==> config.mk <==
export PLATFORM = sky130hd
export DESIGN_NAME = scsi_interrupt_status_clear
export DESIGN_NICKNAME = d
export VERILOG_FILES = /design/src/inc/scsi_irq_pkg.sv /design/src/logic/bus_free_detect.sv /design/src/logic/transfer_counter.sv /design/src/logic/scsi_interrupt_status_clear.sv
export SDC_FILE = /design/constraint.sdc
export NUM_CORES = 1
export LEC_CHECK = 0
export BUFFER_PORTS_ARGS = -buffer_cell sky130_fd_sc_hd__buf_2
export CAP_MARGIN = 20
export CORE_UTILIZATION = 49
export CTS_BUF_LIST = sky130_fd_sc_hd__clkbuf_4 sky130_fd_sc_hd__clkbuf_8
export DETAILED_ROUTE_END_ITERATION = 10
export PLACE_DENSITY = 0.69
export SLEW_MARGIN = 15
export SYNTH_ARGS = -nofsm -noshare
export SYNTH_HDL_FRONTEND = slang
export SYNTH_SLANG_ARGS = --single-unit
==> constraint.sdc <==
create_clock -name i_clk -period 5.4 [get_ports i_clk]
set_input_delay 1.08 -clock i_clk [delete_from_list [all_inputs] [get_ports i_clk]]
set_output_delay 1.08 -clock i_clk [all_outputs]
set_load 0.05 [all_outputs]
==> src/inc/scsi_irq_pkg.sv <==
package scsi_irq_pkg;

	// ********************************
	// Register offsets
	// ********************************
	localparam logic [7:0] ADDR_DATA_LATCH_LOW = 8'h06;
	localparam logic [7:0] ADDR_COUNT_0        = 8'h08;
	localparam logic [7:0] ADDR_STATUS_FIRST   = 8'h0B;
	localparam logic [7:0] ADDR_STATUS_SECOND  = 8'h0C;
	localparam logic [7:0] ADDR_IRQ_EN_FIRST   = 8'h10;
	localparam logic [7:0] ADDR_IRQ_EN_SECOND  = 8'h11;

	// ********************************
	// Field positions
	// ********************************
	localparam int BIT_TARGET      = 7;
	localparam int BIT_SEL_OUT     = 6;
	localparam int BIT_SEL_IN      = 5;
	localparam int BIT_SEL_PROG    = 4;
	localparam int BIT_WRAP        = 3;
	localparam int BIT_SIDE_DONE   = 2;
	localparam int BIT_PIO_READY   = 1;
	localparam int BIT_SEL_TIMEOUT = 7;
	localparam int BIT_ATN         = 6;
	localparam int BIT_BUS_RESET   = 5;
	localparam int BIT_PHASE_MIS   = 4;
	localparam int BIT_BUS_FREE    = 3;
	localparam int BIT_PARITY      = 2;
	localparam int BIT_PHASE_CHG   = 1;
	localparam int BIT_REQ_SEEN    = 0;

	// ********************************
	// Reset values and timing
	// ********************************
	localparam logic [7:0] BYTE_ZERO     = 8'h00;
	localparam logic [7:0] EN_FIRST_MASK = 8'h7F;
	localparam int COUNT_WIDTH    = 24;
	localparam int BUS_FREE_NS    = 400;
	localparam int CLK_PERIOD_NS  = 40;
	localparam int BUS_FREE_CYCLES = (BUS_FREE_NS + CLK_PERIOD_NS - 1) / CLK_PERIOD_NS;

	// ********************************
	// Carriers
	// ********************************
	typedef struct packed {
		logic       rd;
		logic       wr;
		logic [7:0] addr;
		logic [7:0] wdata;
	} reg_req_t;

	typedef struct packed {
		logic       bsy;
		logic       sel;
		logic       req;
		logic       ack;
		logic       atn;
		logic       rst;
		logic [2:0] phase;
	} scsi_bus_t;

	typedef struct packed {
		logic       wrap_enable;
		logic       scsi_dma_enable;
		logic       auto_pio_enable;
		logic       parity_check_enable;
		logic       host_side_done;
		logic       sending;
		logic [2:0] expected_phase;
	} ctrl_t;

	typedef struct packed {
		logic arb_won;
		logic sel_out_ok;
		logic selected_in;
		logic target_role;
		logic sel_timeout;
		logic atn_assert;
		logic last_xfer_done;
		logic byte_done;
		logic parity_err;
	} evt_t;

endpackage

==> src/logic/bus_free_detect.sv <==
`timescale 1ns/1ps
module bus_free_detect
	import scsi_irq_pkg::*;
#(
	parameter int CYCLES = BUS_FREE_CYCLES
) (
	input  wire logic i_clk,
	input  wire logic i_sys_rst,
	input  wire logic i_bsy,
	input  wire logic i_sel,
	output logic      o_bus_free
);
	typedef enum logic [1:0] {BF_BUSY, BF_WAIT, BF_FREE} bf_state_t;
	typedef struct packed {
		bf_state_t   fsm;
		logic [15:0] cnt;
	} bf_t;

	bf_t st_reg;
	bf_t st_next;

	// ********************************
	// Idle timer: both lines low for the full window
	// ********************************
	always_comb begin
		st_next = st_reg;
		if (i_bsy || i_sel) begin
			st_next.fsm = BF_BUSY;
			st_next.cnt = 16'h0000;
		end else begin
			unique case (st_reg.fsm)
				BF_BUSY: begin
					st_next.fsm = BF_WAIT;
					st_next.cnt = 16'h0001;
				end
				BF_WAIT: begin
					st_next.cnt = st_reg.cnt + 16'h0001;
					if (st_reg.cnt >= 16'(CYCLES - 1))
						st_next.fsm = BF_FREE; // [RULE19]
				end
				BF_FREE: st_next.fsm = BF_FREE;
			endcase
		end
	end

	always_ff @(posedge i_clk) begin
		if (i_sys_rst)
			st_reg <= '{fsm: BF_BUSY, cnt: 16'h0000};
		else
			st_reg <= st_next;
	end

	assign o_bus_free = (st_reg.fsm == BF_FREE);
endmodule // bus_free_detect

==> src/logic/transfer_counter.sv <==
`timescale 1ns/1ps
module transfer_counter
	import scsi_irq_pkg::*;
#(
	parameter int W = COUNT_WIDTH
) (
	input  wire logic         i_clk,
	input  wire logic         i_sys_rst,
	input  wire reg_req_t     i_reg,
	input  wire logic         i_wrap_enable,
	input  wire logic         i_byte_done,
	output logic [W-1:0]      o_count,
	output logic              o_wrap_pulse,
	output logic              o_nonzero_write
);
	typedef struct packed {
		logic [W-1:0] count;
		logic         wrap;
		logic         nz_wr;
	} cnt_t;

	cnt_t st_reg;
	cnt_t st_next;

	// ********************************
	// Byte loads win over a count step
	// ********************************
	always_comb begin
		logic hit;
		hit = 1'b0;
		st_next = st_reg;
		st_next.wrap = 1'b0;
		st_next.nz_wr = 1'b0;
		for (int b = 0; b < W / 8; b++) begin
			if (i_reg.wr && i_reg.addr == ADDR_COUNT_0 + 8'(b)) begin
				st_next.count[b*8 +: 8] = i_reg.wdata;
				hit = 1'b1;
			end
		end
		if (hit)
			st_next.nz_wr = |st_next.count;
		else if (i_byte_done) begin
			// Without wrap the count sticks at zero
			if (st_reg.count != '0 || i_wrap_enable) begin // [RULE7]
				st_next.count = st_reg.count - W'(1);
				st_next.wrap = (st_reg.count == '0); // [RULE7]
			end
		end
	end

	always_ff @(posedge i_clk) begin
		if (i_sys_rst)
			st_reg <= '0;
		else
			st_reg <= st_next;
	end

	assign o_count = st_reg.count;
	assign o_wrap_pulse = st_reg.wrap;
	assign o_nonzero_write = st_reg.nz_wr;
endmodule // transfer_counter

==> src/logic/scsi_interrupt_status_clear.sv <==
// Operation
// RULE1 - First status readable regardless of enables
// RULE2 - Set and enabled raises irq; target excluded
// RULE3 - Bit 7 shows target role
// RULE4 - Selection-out done; clears on bus free
// RULE5 - Selected-in; clears on bus free or write
// RULE6 - Selecting sets on arbitration, clears on done
// RULE7 - Counter wraps only with wrap enable
// RULE8 - Wrap also on DMA, zero count, wrap
// RULE9 - Side done on final transfer or pio ready
// RULE10 - Side done cleared by count, wrap, DMA
// RULE11 - Controller drops transfer enable before clearing
// RULE12 - Pio ready on REQ or ACK edge
// RULE13 - Pio ready cleared by latch access, clears
// RULE14 - Transfer done is host AND side done
// RULE15 - Second clear bits clear on one only
// RULE16 - Second clear bit map; bit 4 unused
// RULE17 - Clear bit 6 clears ATN drive/seen
// RULE18 - Second status readable; enabled bits interrupt
// RULE19 - Bus free latched after 400 ns idle
// RULE20 - Phase mismatch clears on match or req clear
// RULE21 - Parity latched when checking, else zero
// RULE22 - Irq is OR; all status reset zero
`timescale 1ns/1ps
module scsi_interrupt_status_clear
	import scsi_irq_pkg::*;
#(
	parameter int W = COUNT_WIDTH
) (
	input  wire logic      i_clk,
	input  wire logic      i_sys_rst,
	input  wire reg_req_t  i_reg,
	input  wire scsi_bus_t i_bus,
	input  wire ctrl_t     i_ctrl,
	input  wire evt_t      i_evt,
	output logic [7:0]     o_reg_rdata,
	output logic           o_scsi_irq_out,
	output logic           o_atn_drive
);
	// ********************************
	// State
	// ********************************
	typedef struct packed {
		logic       sel_out_done;
		logic       selected_in;
		logic       sel_in_progress;
		logic       counter_wrap;
		logic       scsi_side_done;
		logic       done_by_pio;
		logic       pio_ready;
		logic       selection_timeout;
		logic       atn_seen;
		logic       bus_reset_seen;
		logic       phase_mismatch;
		logic       bus_free_seen;
		logic       parity_error;
		logic       phase_change;
		logic       req_seen;
		logic       atn_drive;
		logic [7:0] irq_en_first;
		logic [7:0] irq_en_second;
		logic [7:0] rdata;
		logic       irq;
		logic       prev_req;
		logic       prev_ack;
		logic       prev_bus_free;
		logic       prev_wrap_en;
		logic       prev_dma_en;
		logic       prev_pio_en;
		logic [2:0] prev_phase;
	} state_t;

	state_t       st_reg;
	state_t       st_next;
	logic [W-1:0] count;
	logic         wrap_pulse;
	logic         nonzero_write;
	logic         bus_free;
	logic [7:0]   status_first;
	logic [7:0]   status_second;

	// Register write strobe for one offset
	function automatic logic wr_at(input reg_req_t r, input logic [7:0] a);
		return r.wr && (r.addr == a);
	endfunction

	// Register read strobe for one offset
	function automatic logic rd_at(input reg_req_t r, input logic [7:0] a);
		return r.rd && (r.addr == a);
	endfunction

	// ********************************
	// Helpers
	// ********************************
	transfer_counter #(
		.W(W)
	) u_counter (
		.i_clk          (i_clk),
		.i_sys_rst      (i_sys_rst),
		.i_reg          (i_reg),
		.i_wrap_enable  (i_ctrl.wrap_enable),
		.i_byte_done    (i_evt.byte_done),
		.o_count        (count),
		.o_wrap_pulse   (wrap_pulse),
		.o_nonzero_write(nonzero_write)
	);

	bus_free_detect #(
		.CYCLES(BUS_FREE_CYCLES)
	) u_bus_free (
		.i_clk     (i_clk),
		.i_sys_rst (i_sys_rst),
		.i_bsy     (i_bus.bsy),
		.i_sel     (i_bus.sel),
		.o_bus_free(bus_free)
	);

	// ********************************
	// Status views
	// ********************************
	// Read straight from the flags; enables never mask the view
	always_comb begin
		status_first = BYTE_ZERO; // [RULE1]
		status_first[BIT_TARGET]    = i_evt.target_role; // [RULE3]
		status_first[BIT_SEL_OUT]   = st_reg.sel_out_done;
		status_first[BIT_SEL_IN]    = st_reg.selected_in;
		status_first[BIT_SEL_PROG]  = st_reg.sel_in_progress;
		status_first[BIT_WRAP]      = st_reg.counter_wrap;
		status_first[BIT_SIDE_DONE] = st_reg.scsi_side_done;
		status_first[BIT_PIO_READY] = st_reg.pio_ready;
		status_first[0] = i_ctrl.host_side_done & st_reg.scsi_side_done; // [RULE14]
	end

	// Parity reads zero whenever checking is off
	always_comb begin
		status_second = BYTE_ZERO; // [RULE18]
		status_second[BIT_SEL_TIMEOUT] = st_reg.selection_timeout;
		status_second[BIT_ATN]         = st_reg.atn_seen;
		status_second[BIT_BUS_RESET]   = st_reg.bus_reset_seen;
		status_second[BIT_PHASE_MIS]   = st_reg.phase_mismatch;
		status_second[BIT_BUS_FREE]    = st_reg.bus_free_seen;
		status_second[BIT_PARITY] = st_reg.parity_error & i_ctrl.parity_check_enable; // [RULE21]
		status_second[BIT_PHASE_CHG]   = st_reg.phase_change;
		status_second[BIT_REQ_SEEN]    = st_reg.req_seen;
	end

	// ********************************
	// Next state
	// ********************************
	// Clears are applied first, sets afterwards, so an event in the
	// cycle of its clear is never lost.
	always_comb begin
		logic [7:0] clr1;
		logic [7:0] clr2;
		logic       bf_rise;
		logic       req_rise;
		logic       ack_rise;
		logic       pio_latch;
		logic       pio_clr;
		logic       req_clr;
		logic       zero;
		clr1 = wr_at(i_reg, ADDR_STATUS_FIRST) ? i_reg.wdata : BYTE_ZERO;
		clr2 = wr_at(i_reg, ADDR_STATUS_SECOND) ? i_reg.wdata : BYTE_ZERO; // [RULE15]
		bf_rise = bus_free && !st_reg.prev_bus_free;
		req_rise = i_bus.req && !st_reg.prev_req;
		ack_rise = i_bus.ack && !st_reg.prev_ack;
		pio_latch = 1'b0;
		pio_clr = 1'b0;
		req_clr = 1'b0;
		zero = (count == '0);
		st_next = st_reg;

		// Edge history
		st_next.prev_req = i_bus.req;
		st_next.prev_ack = i_bus.ack;
		st_next.prev_bus_free = bus_free;
		st_next.prev_wrap_en = i_ctrl.wrap_enable;
		st_next.prev_dma_en = i_ctrl.scsi_dma_enable;
		st_next.prev_pio_en = i_ctrl.auto_pio_enable;
		st_next.prev_phase = i_bus.phase;

		// Enable registers
		if (wr_at(i_reg, ADDR_IRQ_EN_FIRST))
			st_next.irq_en_first = i_reg.wdata & EN_FIRST_MASK;
		if (wr_at(i_reg, ADDR_IRQ_EN_SECOND))
			st_next.irq_en_second = i_reg.wdata;

		// Selection flags
		if (clr1[BIT_SEL_OUT] || bf_rise) st_next.sel_out_done = 1'b0; // [RULE4]
		if (clr1[BIT_SEL_IN] || bf_rise) st_next.selected_in = 1'b0; // [RULE5]
		if (clr1[BIT_SEL_PROG] || i_evt.sel_out_ok)
			st_next.sel_in_progress = 1'b0; // [RULE6]
		if (i_evt.sel_out_ok) st_next.sel_out_done = 1'b1; // [RULE4]
		if (i_evt.selected_in) st_next.selected_in = 1'b1; // [RULE5]
		if (i_evt.arb_won) st_next.sel_in_progress = 1'b1; // [RULE6]

		// Counter wrap
		if (clr1[BIT_WRAP]) st_next.counter_wrap = 1'b0; // [RULE8]
		if (wrap_pulse) st_next.counter_wrap = 1'b1; // [RULE7]
		if (i_ctrl.scsi_dma_enable && zero && i_ctrl.wrap_enable)
			st_next.counter_wrap = 1'b1; // [RULE8]

		// Pio ready: latch access in the transfer direction clears it
		pio_latch = i_ctrl.sending ? wr_at(i_reg, ADDR_DATA_LATCH_LOW)
			: rd_at(i_reg, ADDR_DATA_LATCH_LOW);
		pio_clr = pio_latch || clr1[BIT_PIO_READY]
			|| (st_reg.prev_pio_en && !i_ctrl.auto_pio_enable); // [RULE13]
		if (pio_clr)
			st_next.pio_ready = 1'b0; // [RULE13]
		if (i_ctrl.auto_pio_enable
			&& (i_evt.target_role ? ack_rise : req_rise))
			st_next.pio_ready = 1'b1; // [RULE12]

		// Side done; the firmware must stop transfers before this clear
		if (nonzero_write
			|| (i_ctrl.wrap_enable && !st_reg.prev_wrap_en)
			|| (!i_ctrl.scsi_dma_enable && st_reg.prev_dma_en)
			|| (st_reg.done_by_pio && st_reg.pio_ready && !st_next.pio_ready)) begin
			st_next.scsi_side_done = 1'b0; // [RULE10]
			st_next.done_by_pio = 1'b0;
		end
		if (zero && !i_ctrl.wrap_enable && i_evt.last_xfer_done
			&& (i_ctrl.scsi_dma_enable || i_ctrl.auto_pio_enable))
			st_next.scsi_side_done = 1'b1; // [RULE9]
		if (st_next.pio_ready && !st_reg.pio_ready) begin
			st_next.scsi_side_done = 1'b1; // [RULE9]
			st_next.done_by_pio = 1'b1;
		end

		// Second group clears
		if (clr2[BIT_SEL_TIMEOUT]) st_next.selection_timeout = 1'b0; // [RULE16]
		if (clr2[BIT_BUS_RESET]) st_next.bus_reset_seen = 1'b0; // [RULE16]
		if (clr2[BIT_BUS_FREE]) st_next.bus_free_seen = 1'b0; // [RULE19]
		if (clr2[BIT_PARITY]) st_next.parity_error = 1'b0; // [RULE21]
		if (clr2[BIT_PHASE_CHG]) st_next.phase_change = 1'b0; // [RULE16]
		req_clr = clr2[BIT_REQ_SEEN] || ack_rise;
		if (req_clr) st_next.req_seen = 1'b0; // [RULE16]

		// ATN: one clear bit serves both roles
		if (clr2[BIT_ATN] && !i_evt.target_role) st_next.atn_drive = 1'b0; // [RULE17]
		if (bf_rise) st_next.atn_drive = 1'b0; // [RULE17]
		if ((clr2[BIT_ATN] && i_evt.target_role) || !i_bus.atn)
			st_next.atn_seen = 1'b0; // [RULE17]

		// Phase mismatch has no clear bit of its own
		if (i_ctrl.expected_phase == i_bus.phase || clr2[BIT_REQ_SEEN])
			st_next.phase_mismatch = 1'b0; // [RULE20]

		// Second group sets
		if (i_evt.sel_timeout) st_next.selection_timeout = 1'b1; // [RULE16]
		if (i_evt.atn_assert) st_next.atn_drive = 1'b1; // [RULE17]
		if (i_evt.target_role && i_bus.atn) st_next.atn_seen = 1'b1; // [RULE17]
		if (i_bus.rst) st_next.bus_reset_seen = 1'b1; // [RULE16]
		if (bus_free) st_next.bus_free_seen = 1'b1; // [RULE19]
		if (i_ctrl.parity_check_enable && i_evt.parity_err)
			st_next.parity_error = 1'b1; // [RULE21]
		if (i_bus.phase != st_reg.prev_phase && i_bus.phase != i_ctrl.expected_phase)
			st_next.phase_change = 1'b1;
		if (!i_evt.target_role && req_rise) begin
			st_next.req_seen = 1'b1;
			if (i_bus.phase != i_ctrl.expected_phase)
				st_next.phase_mismatch = 1'b1;
		end

		// Irq from both groups; target bit never counts
		st_next.irq = |(status_first[6:0] & st_reg.irq_en_first[6:0])
			| |(status_second & st_reg.irq_en_second); // [RULE2] [RULE18] [RULE22]

		// Read data; unmapped offsets answer zero
		if (i_reg.rd) begin
			st_next.rdata = BYTE_ZERO;
			if (i_reg.addr == ADDR_STATUS_FIRST)
				st_next.rdata = status_first; // [RULE1]
			if (i_reg.addr == ADDR_STATUS_SECOND)
				st_next.rdata = status_second; // [RULE18]
			if (i_reg.addr == ADDR_IRQ_EN_FIRST)
				st_next.rdata = st_reg.irq_en_first;
			if (i_reg.addr == ADDR_IRQ_EN_SECOND)
				st_next.rdata = st_reg.irq_en_second;
			for (int b = 0; b < W / 8; b++)
				if (i_reg.addr == ADDR_COUNT_0 + 8'(b))
					st_next.rdata = count[b*8 +: 8];
		end
	end

	// ********************************
	// Registers
	// ********************************
	always_ff @(posedge i_clk) begin
		if (i_sys_rst)
			st_reg <= '0; // [RULE22]
		else
			st_reg <= st_next;
	end

	assign o_reg_rdata = st_reg.rdata;
	assign o_scsi_irq_out = st_reg.irq;
	assign o_atn_drive = st_reg.atn_drive;

	// ********************************
	// Checks
	// ********************************
	property p_irq_enabled;
		@(posedge i_clk) disable iff (i_sys_rst)
		(st_reg.sel_out_done && st_reg.irq_en_first[BIT_SEL_OUT]) |=> o_scsi_irq_out;
	endproperty
	a_irq_enabled: assert property (p_irq_enabled) // [RULE2]
		else $error("enabled status did not raise irq");
	property p_irq_masked;
		@(posedge i_clk) disable iff (i_sys_rst)
		(st_reg.irq_en_first == BYTE_ZERO && st_reg.irq_en_second == BYTE_ZERO)
			|=> !o_scsi_irq_out;
	endproperty
	a_irq_masked: assert property (p_irq_masked) // [RULE22]
		else $error("irq raised with all enables off");
	property p_sel_prog_clear;
		@(posedge i_clk) disable iff (i_sys_rst)
		(i_evt.sel_out_ok && !i_evt.arb_won) |=> (st_reg.sel_out_done && !st_reg.sel_in_progress);
	endproperty
	a_sel_prog_clear: assert property (p_sel_prog_clear) // [RULE6]
		else $error("selecting flag survived selection done");
	property p_bus_free_clears_sel;
		@(posedge i_clk) disable iff (i_sys_rst)
		($rose(bus_free) && !i_evt.sel_out_ok) |=> !st_reg.sel_out_done;
	endproperty
	a_bus_free_clears_sel: assert property (p_bus_free_clears_sel) // [RULE4]
		else $error("selection done not cleared by bus free");
	property p_no_underflow;
		@(posedge i_clk) disable iff (i_sys_rst)
		(count == '0 && !i_ctrl.wrap_enable && i_evt.byte_done && !i_reg.wr)
			|=> (count == '0);
	endproperty
	a_no_underflow: assert property (p_no_underflow) // [RULE7]
		else $error("counter went below zero without wrap");
	property p_done_and;
		@(posedge i_clk) disable iff (i_sys_rst)
		rd_at(i_reg, ADDR_STATUS_FIRST)
			|=> o_reg_rdata[0] == ($past(i_ctrl.host_side_done) && $past(st_reg.scsi_side_done));
	endproperty
	a_done_and: assert property (p_done_and) // [RULE14]
		else $error("transfer done is not the AND of both dones");
	property p_parity_off;
		@(posedge i_clk) disable iff (i_sys_rst)
		(rd_at(i_reg, ADDR_STATUS_SECOND) && !i_ctrl.parity_check_enable)
			|=> !o_reg_rdata[BIT_PARITY];
	endproperty
	a_parity_off: assert property (p_parity_off) // [RULE21]
		else $error("parity read set with checking off");
	property p_pio_latch_clear;
		@(posedge i_clk) disable iff (i_sys_rst)
		(st_reg.pio_ready && i_ctrl.sending && wr_at(i_reg, ADDR_DATA_LATCH_LOW)
			&& !i_bus.req && !i_bus.ack) |=> !st_reg.pio_ready;
	endproperty
	a_pio_latch_clear: assert property (p_pio_latch_clear) // [RULE13]
		else $error("pio ready not cleared by latch write");
	property p_pio_sets_done;
		@(posedge i_clk) disable iff (i_sys_rst)
		$rose(st_reg.pio_ready) |-> st_reg.scsi_side_done;
	endproperty
	a_pio_sets_done: assert property (p_pio_sets_done) // [RULE9]
		else $error("pio ready did not set side done");
	property p_bus_free_latch;
		@(posedge i_clk) disable iff (i_sys_rst)
		(bus_free && !i_bus.bsy && !i_bus.sel) |=> st_reg.bus_free_seen [*2];
	endproperty
	a_bus_free_latch: assert property (p_bus_free_latch) // [RULE19]
		else $error("bus free not latched");
endmodule // scsi_interrupt_status_clear

# After elaboration in Yosys (flattened, before gate mapping)
# Cells that the tools add are included.
[word_totals] out_inout_bits=10 in_bits=47 register_bits=93 wordCells=193
[classes] addsub=2 mux=57 eq_ne=14 n_lt_le_gt_ge=1 n_reduce_logical=79 bitwise_logic=8
[op_table] operator="$mux W8" count=11
[op_table] operator="$mux W25" count=3
[op_table] operator="$eq A8 B4 Y1 const B" count=5
[op_table] operator="$mux W1" count=37
[op_table] operator="$pmux W16 S2" count=1
[op_table] operator="$logic_and A1 B1 Y1" count=30
[op_table] operator="$logic_not A24 Y1" count=1
[op_table] operator="$reduce_bool A2 Y1" count=12
[op_table] operator="$reduce_bool A24 Y1" count=1
[op_table] operator="$reduce_or A24 Y1" count=1
[op_table] operator="$sub A24 B1 Y24 const B" count=1
[op_table] operator="$add A16 B1 Y16 const B" count=1
[op_table] operator="$eq A8 B5 Y1 const B" count=2
[op_table] operator="$ge A16 B4 Y1 const B" count=1
[op_table] operator="$logic_or A1 B1 Y1" count=14
[op_table] operator="$logic_not A1 Y1" count=11
[op_table] operator="$reduce_bool A3 Y1" count=3
[op_table] operator="$and A8 B8 Y8" count=1
[op_table] operator="$eq A8 B3 Y1 const B" count=1
[op_table] operator="$reduce_or A8 Y1" count=1
[op_table] operator="$and A7 B7 Y7" count=1
[op_table] operator="$mux W7" count=1
[op_table] operator="$reduce_or A7 Y1" count=1
[op_table] operator="$mux W2" count=3
[op_table] operator="12 further kinds" count=17

# Logic depth before layout (Yosys ltp)
[logic_depth] ltp_word=13 mapped_depth=8 depth_no_buf=8

# By module
# From an unflattened synthesis, not the netlist that was laid out.
[hier_totals] cells_unflattened=651 area_unflattened_um2=5288.8
[modules_own_cells] mod="scsi_interrupt_status_clear" area_per_inst_um2=2698.8 cells_each=334 seq_area_each_um2=980.9 instances=1
[modules_own_cells] mod="transfer_counter" area_per_inst_um2=1585.3 cells_each=197 seq_area_each_um2=520.5 instances=1
[modules_own_cells] mod="bus_free_detect" area_per_inst_um2=1004.7 cells_each=120 seq_area_each_um2=360.3 instances=1

# Worst setup path before layout
# OpenSTA, ideal clock, no wires.
[synth_timing] path_type="input to register" start="input port i_reg[13] (netlist name)" end="register u_counter.st_reg (netlist bit u_counter.o_nonzero_write)" slack_ns=2.462 cell_stages=6 setup_time_ns=0.133 path_buffers=0 required_ns=5.267 t_arrival_ns=2.804 cell_sequence="or4_1 > nor3b_4 > nand3_2 > or4_1 > a21oi_1 > a311oi_1"
[synth_between] elab_chain_len=7 word_cells_on_any_way=15 classes_between="eq/ne (3); mux (6); bitwise (1); reduce/logical (5)"
[synth_rtl] element="start: declaration" line="scsi_interrupt_status_clear.sv:32" rtl="input wire reg_req_t i_reg,"
[synth_rtl] element="$eq A8 B4 Y1" line="transfer_counter.sv:35" rtl="if (i_reg.wr && i_reg.addr == ADDR_COUNT_0 + 8'(b)) begin"
[synth_rtl] element="$logic_and A1 B1 Y1" line="transfer_counter.sv:35"
[synth_rtl] element="$mux W1 (3 in series)" line="transfer_counter.sv:35"
[synth_rtl] element="$not A1 Y1 (no line)"
[synth_rtl] element="$reduce_or A2 Y1 (no line)"
[synth_rtl] element="end signal: assignment" line="transfer_counter.sv:55" rtl="st_reg <= st_next;"
[synth_rtl] element="end: declaration" line="transfer_counter.sv:22" rtl="cnt_t st_reg;"
# Several ways; a longest one is shown, not always the timed one.
# A chain may end at the register's enable or synchronous reset.

# Final worst setup path
# Ends and elaborated chain as after synthesis.

==> flow_metrics.tcl <==
set metrics [dict create \
    clock_path_buffers 2 \
    synth_top_area_share_pct 36.2 \
    largest_net_degree_at_the_start_of_global_routing 41 \
    status "completed" \
    timing.final.crit_period_ns 3.13 \
    crit_slowest_cell "nor3_2" \
    total_power_mw 2.06 \
    grt_setup_unrepaired "false" \
    start_util_pct 50.3 \
    synth.yosys.warnings 0 \
    io_buffers 56 \
    postLayoutCellArea_um2 5610 \
    drcViolationCount 0 \
    globalRouteMet2Util_pct 46.3 \
    critical_path_required_ns 5.69 \
    cts.reportedPaths.clkPinSlew_ns 0.09 \
    postRouteWirelength_mm 15.8 \
    grt_use_met3_pct 6.77 \
    power.share.switching_pct 38.6 \
    dp_slack_ns 1.95 \
    netlist_top_cells_area "dfxtp_1, nand2_1, a21oi_1" \
    final_antenna_net_count 0 \
    fp.dieArea_um2 10900 \
    syn_area_cell_um2 7.94 \
    p_sw_uw 794 \
    timing.critical_path.fanout_max 11 \
    syn2layout_area_growth_pct 9.12 \
    multiInputGateArea_um2 3030 \
    numPlacedInstances 798 \
    finalCoreUtilization_pct 54.9 \
    routedWlPerCell_um 19.3 \
    p_seq_share_pct 41.7 \
    share_of_synthesized_area_occupied_by_flip_flops_and_latches_pct 36.2 \
    cts_inserted_buffers 9 \
    grtUsageMet1_pct 39.6 \
    fp.dieH_um 104 \
    skew_pair_late_insertion_delay_ns 0.38 \
    max_stage_delay_ns 0.75 \
    final_critical_path_setup_slack_ns 2.27 \
    max_cap_violations 0 \
    post_dp_cell_area_um2 5400 \
    critical_path_arrival_ns 3.42 \
    fin_hold_ws_ns 0.466 \
    cts.repair_timing.setup_buffer_count 0 \
    worst_margin_slew_ns 0.921 \
    finish.cell_count_without_fillers 816 \
    netlist.top_cell.by_area "dfxtp_1" \
    first_global_vias 4785 \
    post_drt_via_cell_ratio 6.29 \
    tritoncts "done" \
    area.sequential_um2 1860 \
    place_congestion 0.997 \
    crit_type "input port to flip-flop" \
    final-setup-viol-count 0 \
    fill_cells 1016 \
    synth-edff-count 0 \
    finalClockSkew_ns 0.00656 \
    critical_path.cell_chain "buf_2 > nor4_2 > nand3b_1 > nor3_2 > or4_1 > o21ai_0 > a311oi_1" \
    vdd.ir_drop.worst_mv 0.188 \
    place.detailed.hpwl_mm 11.6 \
    io_pins 57 \
    width_of_the_die_um 104 \
    setup.worst_path.start_class "input port" \
    max_ffs_per_register 39 \
    globalRoute.totalOverflow 0 \
    final_cycle_utilization_of_the_critical_path_pct 57.9 \
    fraction_of_layout_instances_using_a_drive_strength_above_1_pct 14.6 \
    cellInternalPower_mw 1.26 \
    cts-root-buf "clkbuf_8" \
    power_leakage_nw 1.95 \
    ys.flop_type "dfxtp_1" \
    floorplan.core_area_um2 10200 \
    netlist_cell_types 75 \
    max_freq_ghz 0.320 \
    cts_hold_buf 0 \
    num_vias 5135 \
    finalHoldViolCount 0 \
    gr-max-usage-layer "met2" \
    worst_slew_margin_rel_pct 38.1 \
    htreeDepth 3 \
    async_flop_share_pct 0 \
    tritoncts_num_sinks 93 \
    synth.cell_area_um2 5140 \
    synth.ff_latch_count 93 \
    pwr_density_nw_per_um2 366 \
    std_cell_rows 37 \
    postSynthCellCount 648 \
    detail_route.iter0.violations 462 \
    setup_total_negative_slack_ns 0 \
    cp-end-kind "flip-flop" \
    grt.total_usage_pct 29.6 \
    hold_path_class "flip-flop to flip-flop" \
    mappedNetlistNets 703 \
    max_slew_violation_count 0 \
    design.final.nets 729 \
    p_comb_share_pct 34.3 \
    ctsResizeCount 0 \
    grt_antenna_before_repair 1 \
    clock_power_share_pct 24.0 \
    wire_length_of_the_first_global_routing_pass_mm 25.5 \
    first_pass_iters 5 \
]
-- worst max-delay path: cells and delay by family --
family	cells	cell delay [ns]
buffers and inverters	1	0.11
AND/OR/NAND/NOR	4	1.91
AO/OA/AOI/OAI	2	0.32
-- layout by cell type (no fill, tap or decap), drive strengths merged, types with 10 or more instances in the layout --
master  instances
a32oi          13
a31oi          18
or4            11
inv            16
nand2b         12
nand2          82
nor4           12
nand3          31
nor3           24
a21oi          61
nor2b          15
buf            57
nand4          10
clkbuf         11
dfxtp          93
o21ai          20
nor2           50
-- power groups by stage --
stage               clock network [mW]  logic [mW]  registers (mW)
global route                     0.530       0.766           0.864
global placement                     0       0.679           0.868
CTS                              0.505       0.688           0.854
detailed placement                   0       0.686           0.869
finish                           0.493       0.706           0.858
floorplan                            0       0.539           0.827
-- final timing paths --
path	cells after the start	to	slack (ns)	from
min	2	st_reg[44]$_SDFFE_PP0P_	0.47	st_reg[44]$_SDFFE_PP0P_
min reg2reg	2	st_reg[44]$_SDFFE_PP0P_	0.47	st_reg[44]$_SDFFE_PP0P_
max reg2reg	6	u_counter.o_count[1]$_SDFF_PP0_	2.66	u_counter.o_count[11]$_SDFF_PP0_
max	7	u_counter.o_nonzero_write$_SDFF_PP0_	2.27	i_reg[13]
-- area by class of cell --
type,count,share of cell area [%]
inverters,14,0.936
diodes,1,0.0446
flip-flops and latches,93,33.2
multi-input cells,498,53.9
repair buffers,58,5.22
well taps,136,3.03
clock buffers,10,2.45
clock inverters,6,1.23
-- routing by layer --
layer	wire, um	up-vias
met5	10	-
met4	510	2
met3	1480	44
met2	7130	245
met1	6620	2394
li1	-	2450
-- logic make-up after synthesis --
family	count (synthesis)	share of synthesized area, %
DFF	93	36.2
and+or+nand+nor	289	30.0
adders and majority gates	8	1.95
xor gates and xnor gates	12	2.04
AOI/OAI and AO/OA	183	23.6
buffers and inverters	57	4.96
muxes	6	1.22
-- cells in the mapped netlist (all sizes together) (3+ instances only) --
cell / n
nand2b: 12
dfxtp: 93
clkbuf: 29
or4: 11
nand4: 10
a32oi: 13
o31ai: 3
xor2: 7
o21ai: 20
nand3: 31
or3: 9
mux2i: 4
nor4: 12
o22ai: 8
nor2b: 15
a31oi: 18
xnor2: 5
a22oi: 9
or2: 9
nor2: 50
o211ai: 9
buf: 14
o2bb2ai: 5
and3: 6
nor3b: 6
o221ai: 7
a211oi: 4
a21oi: 61
nor3: 24
nand2: 82
inv: 13
and2: 4
ha: 8
o311ai: 6
Note: power is estimated with default switching activity, not from simulation.
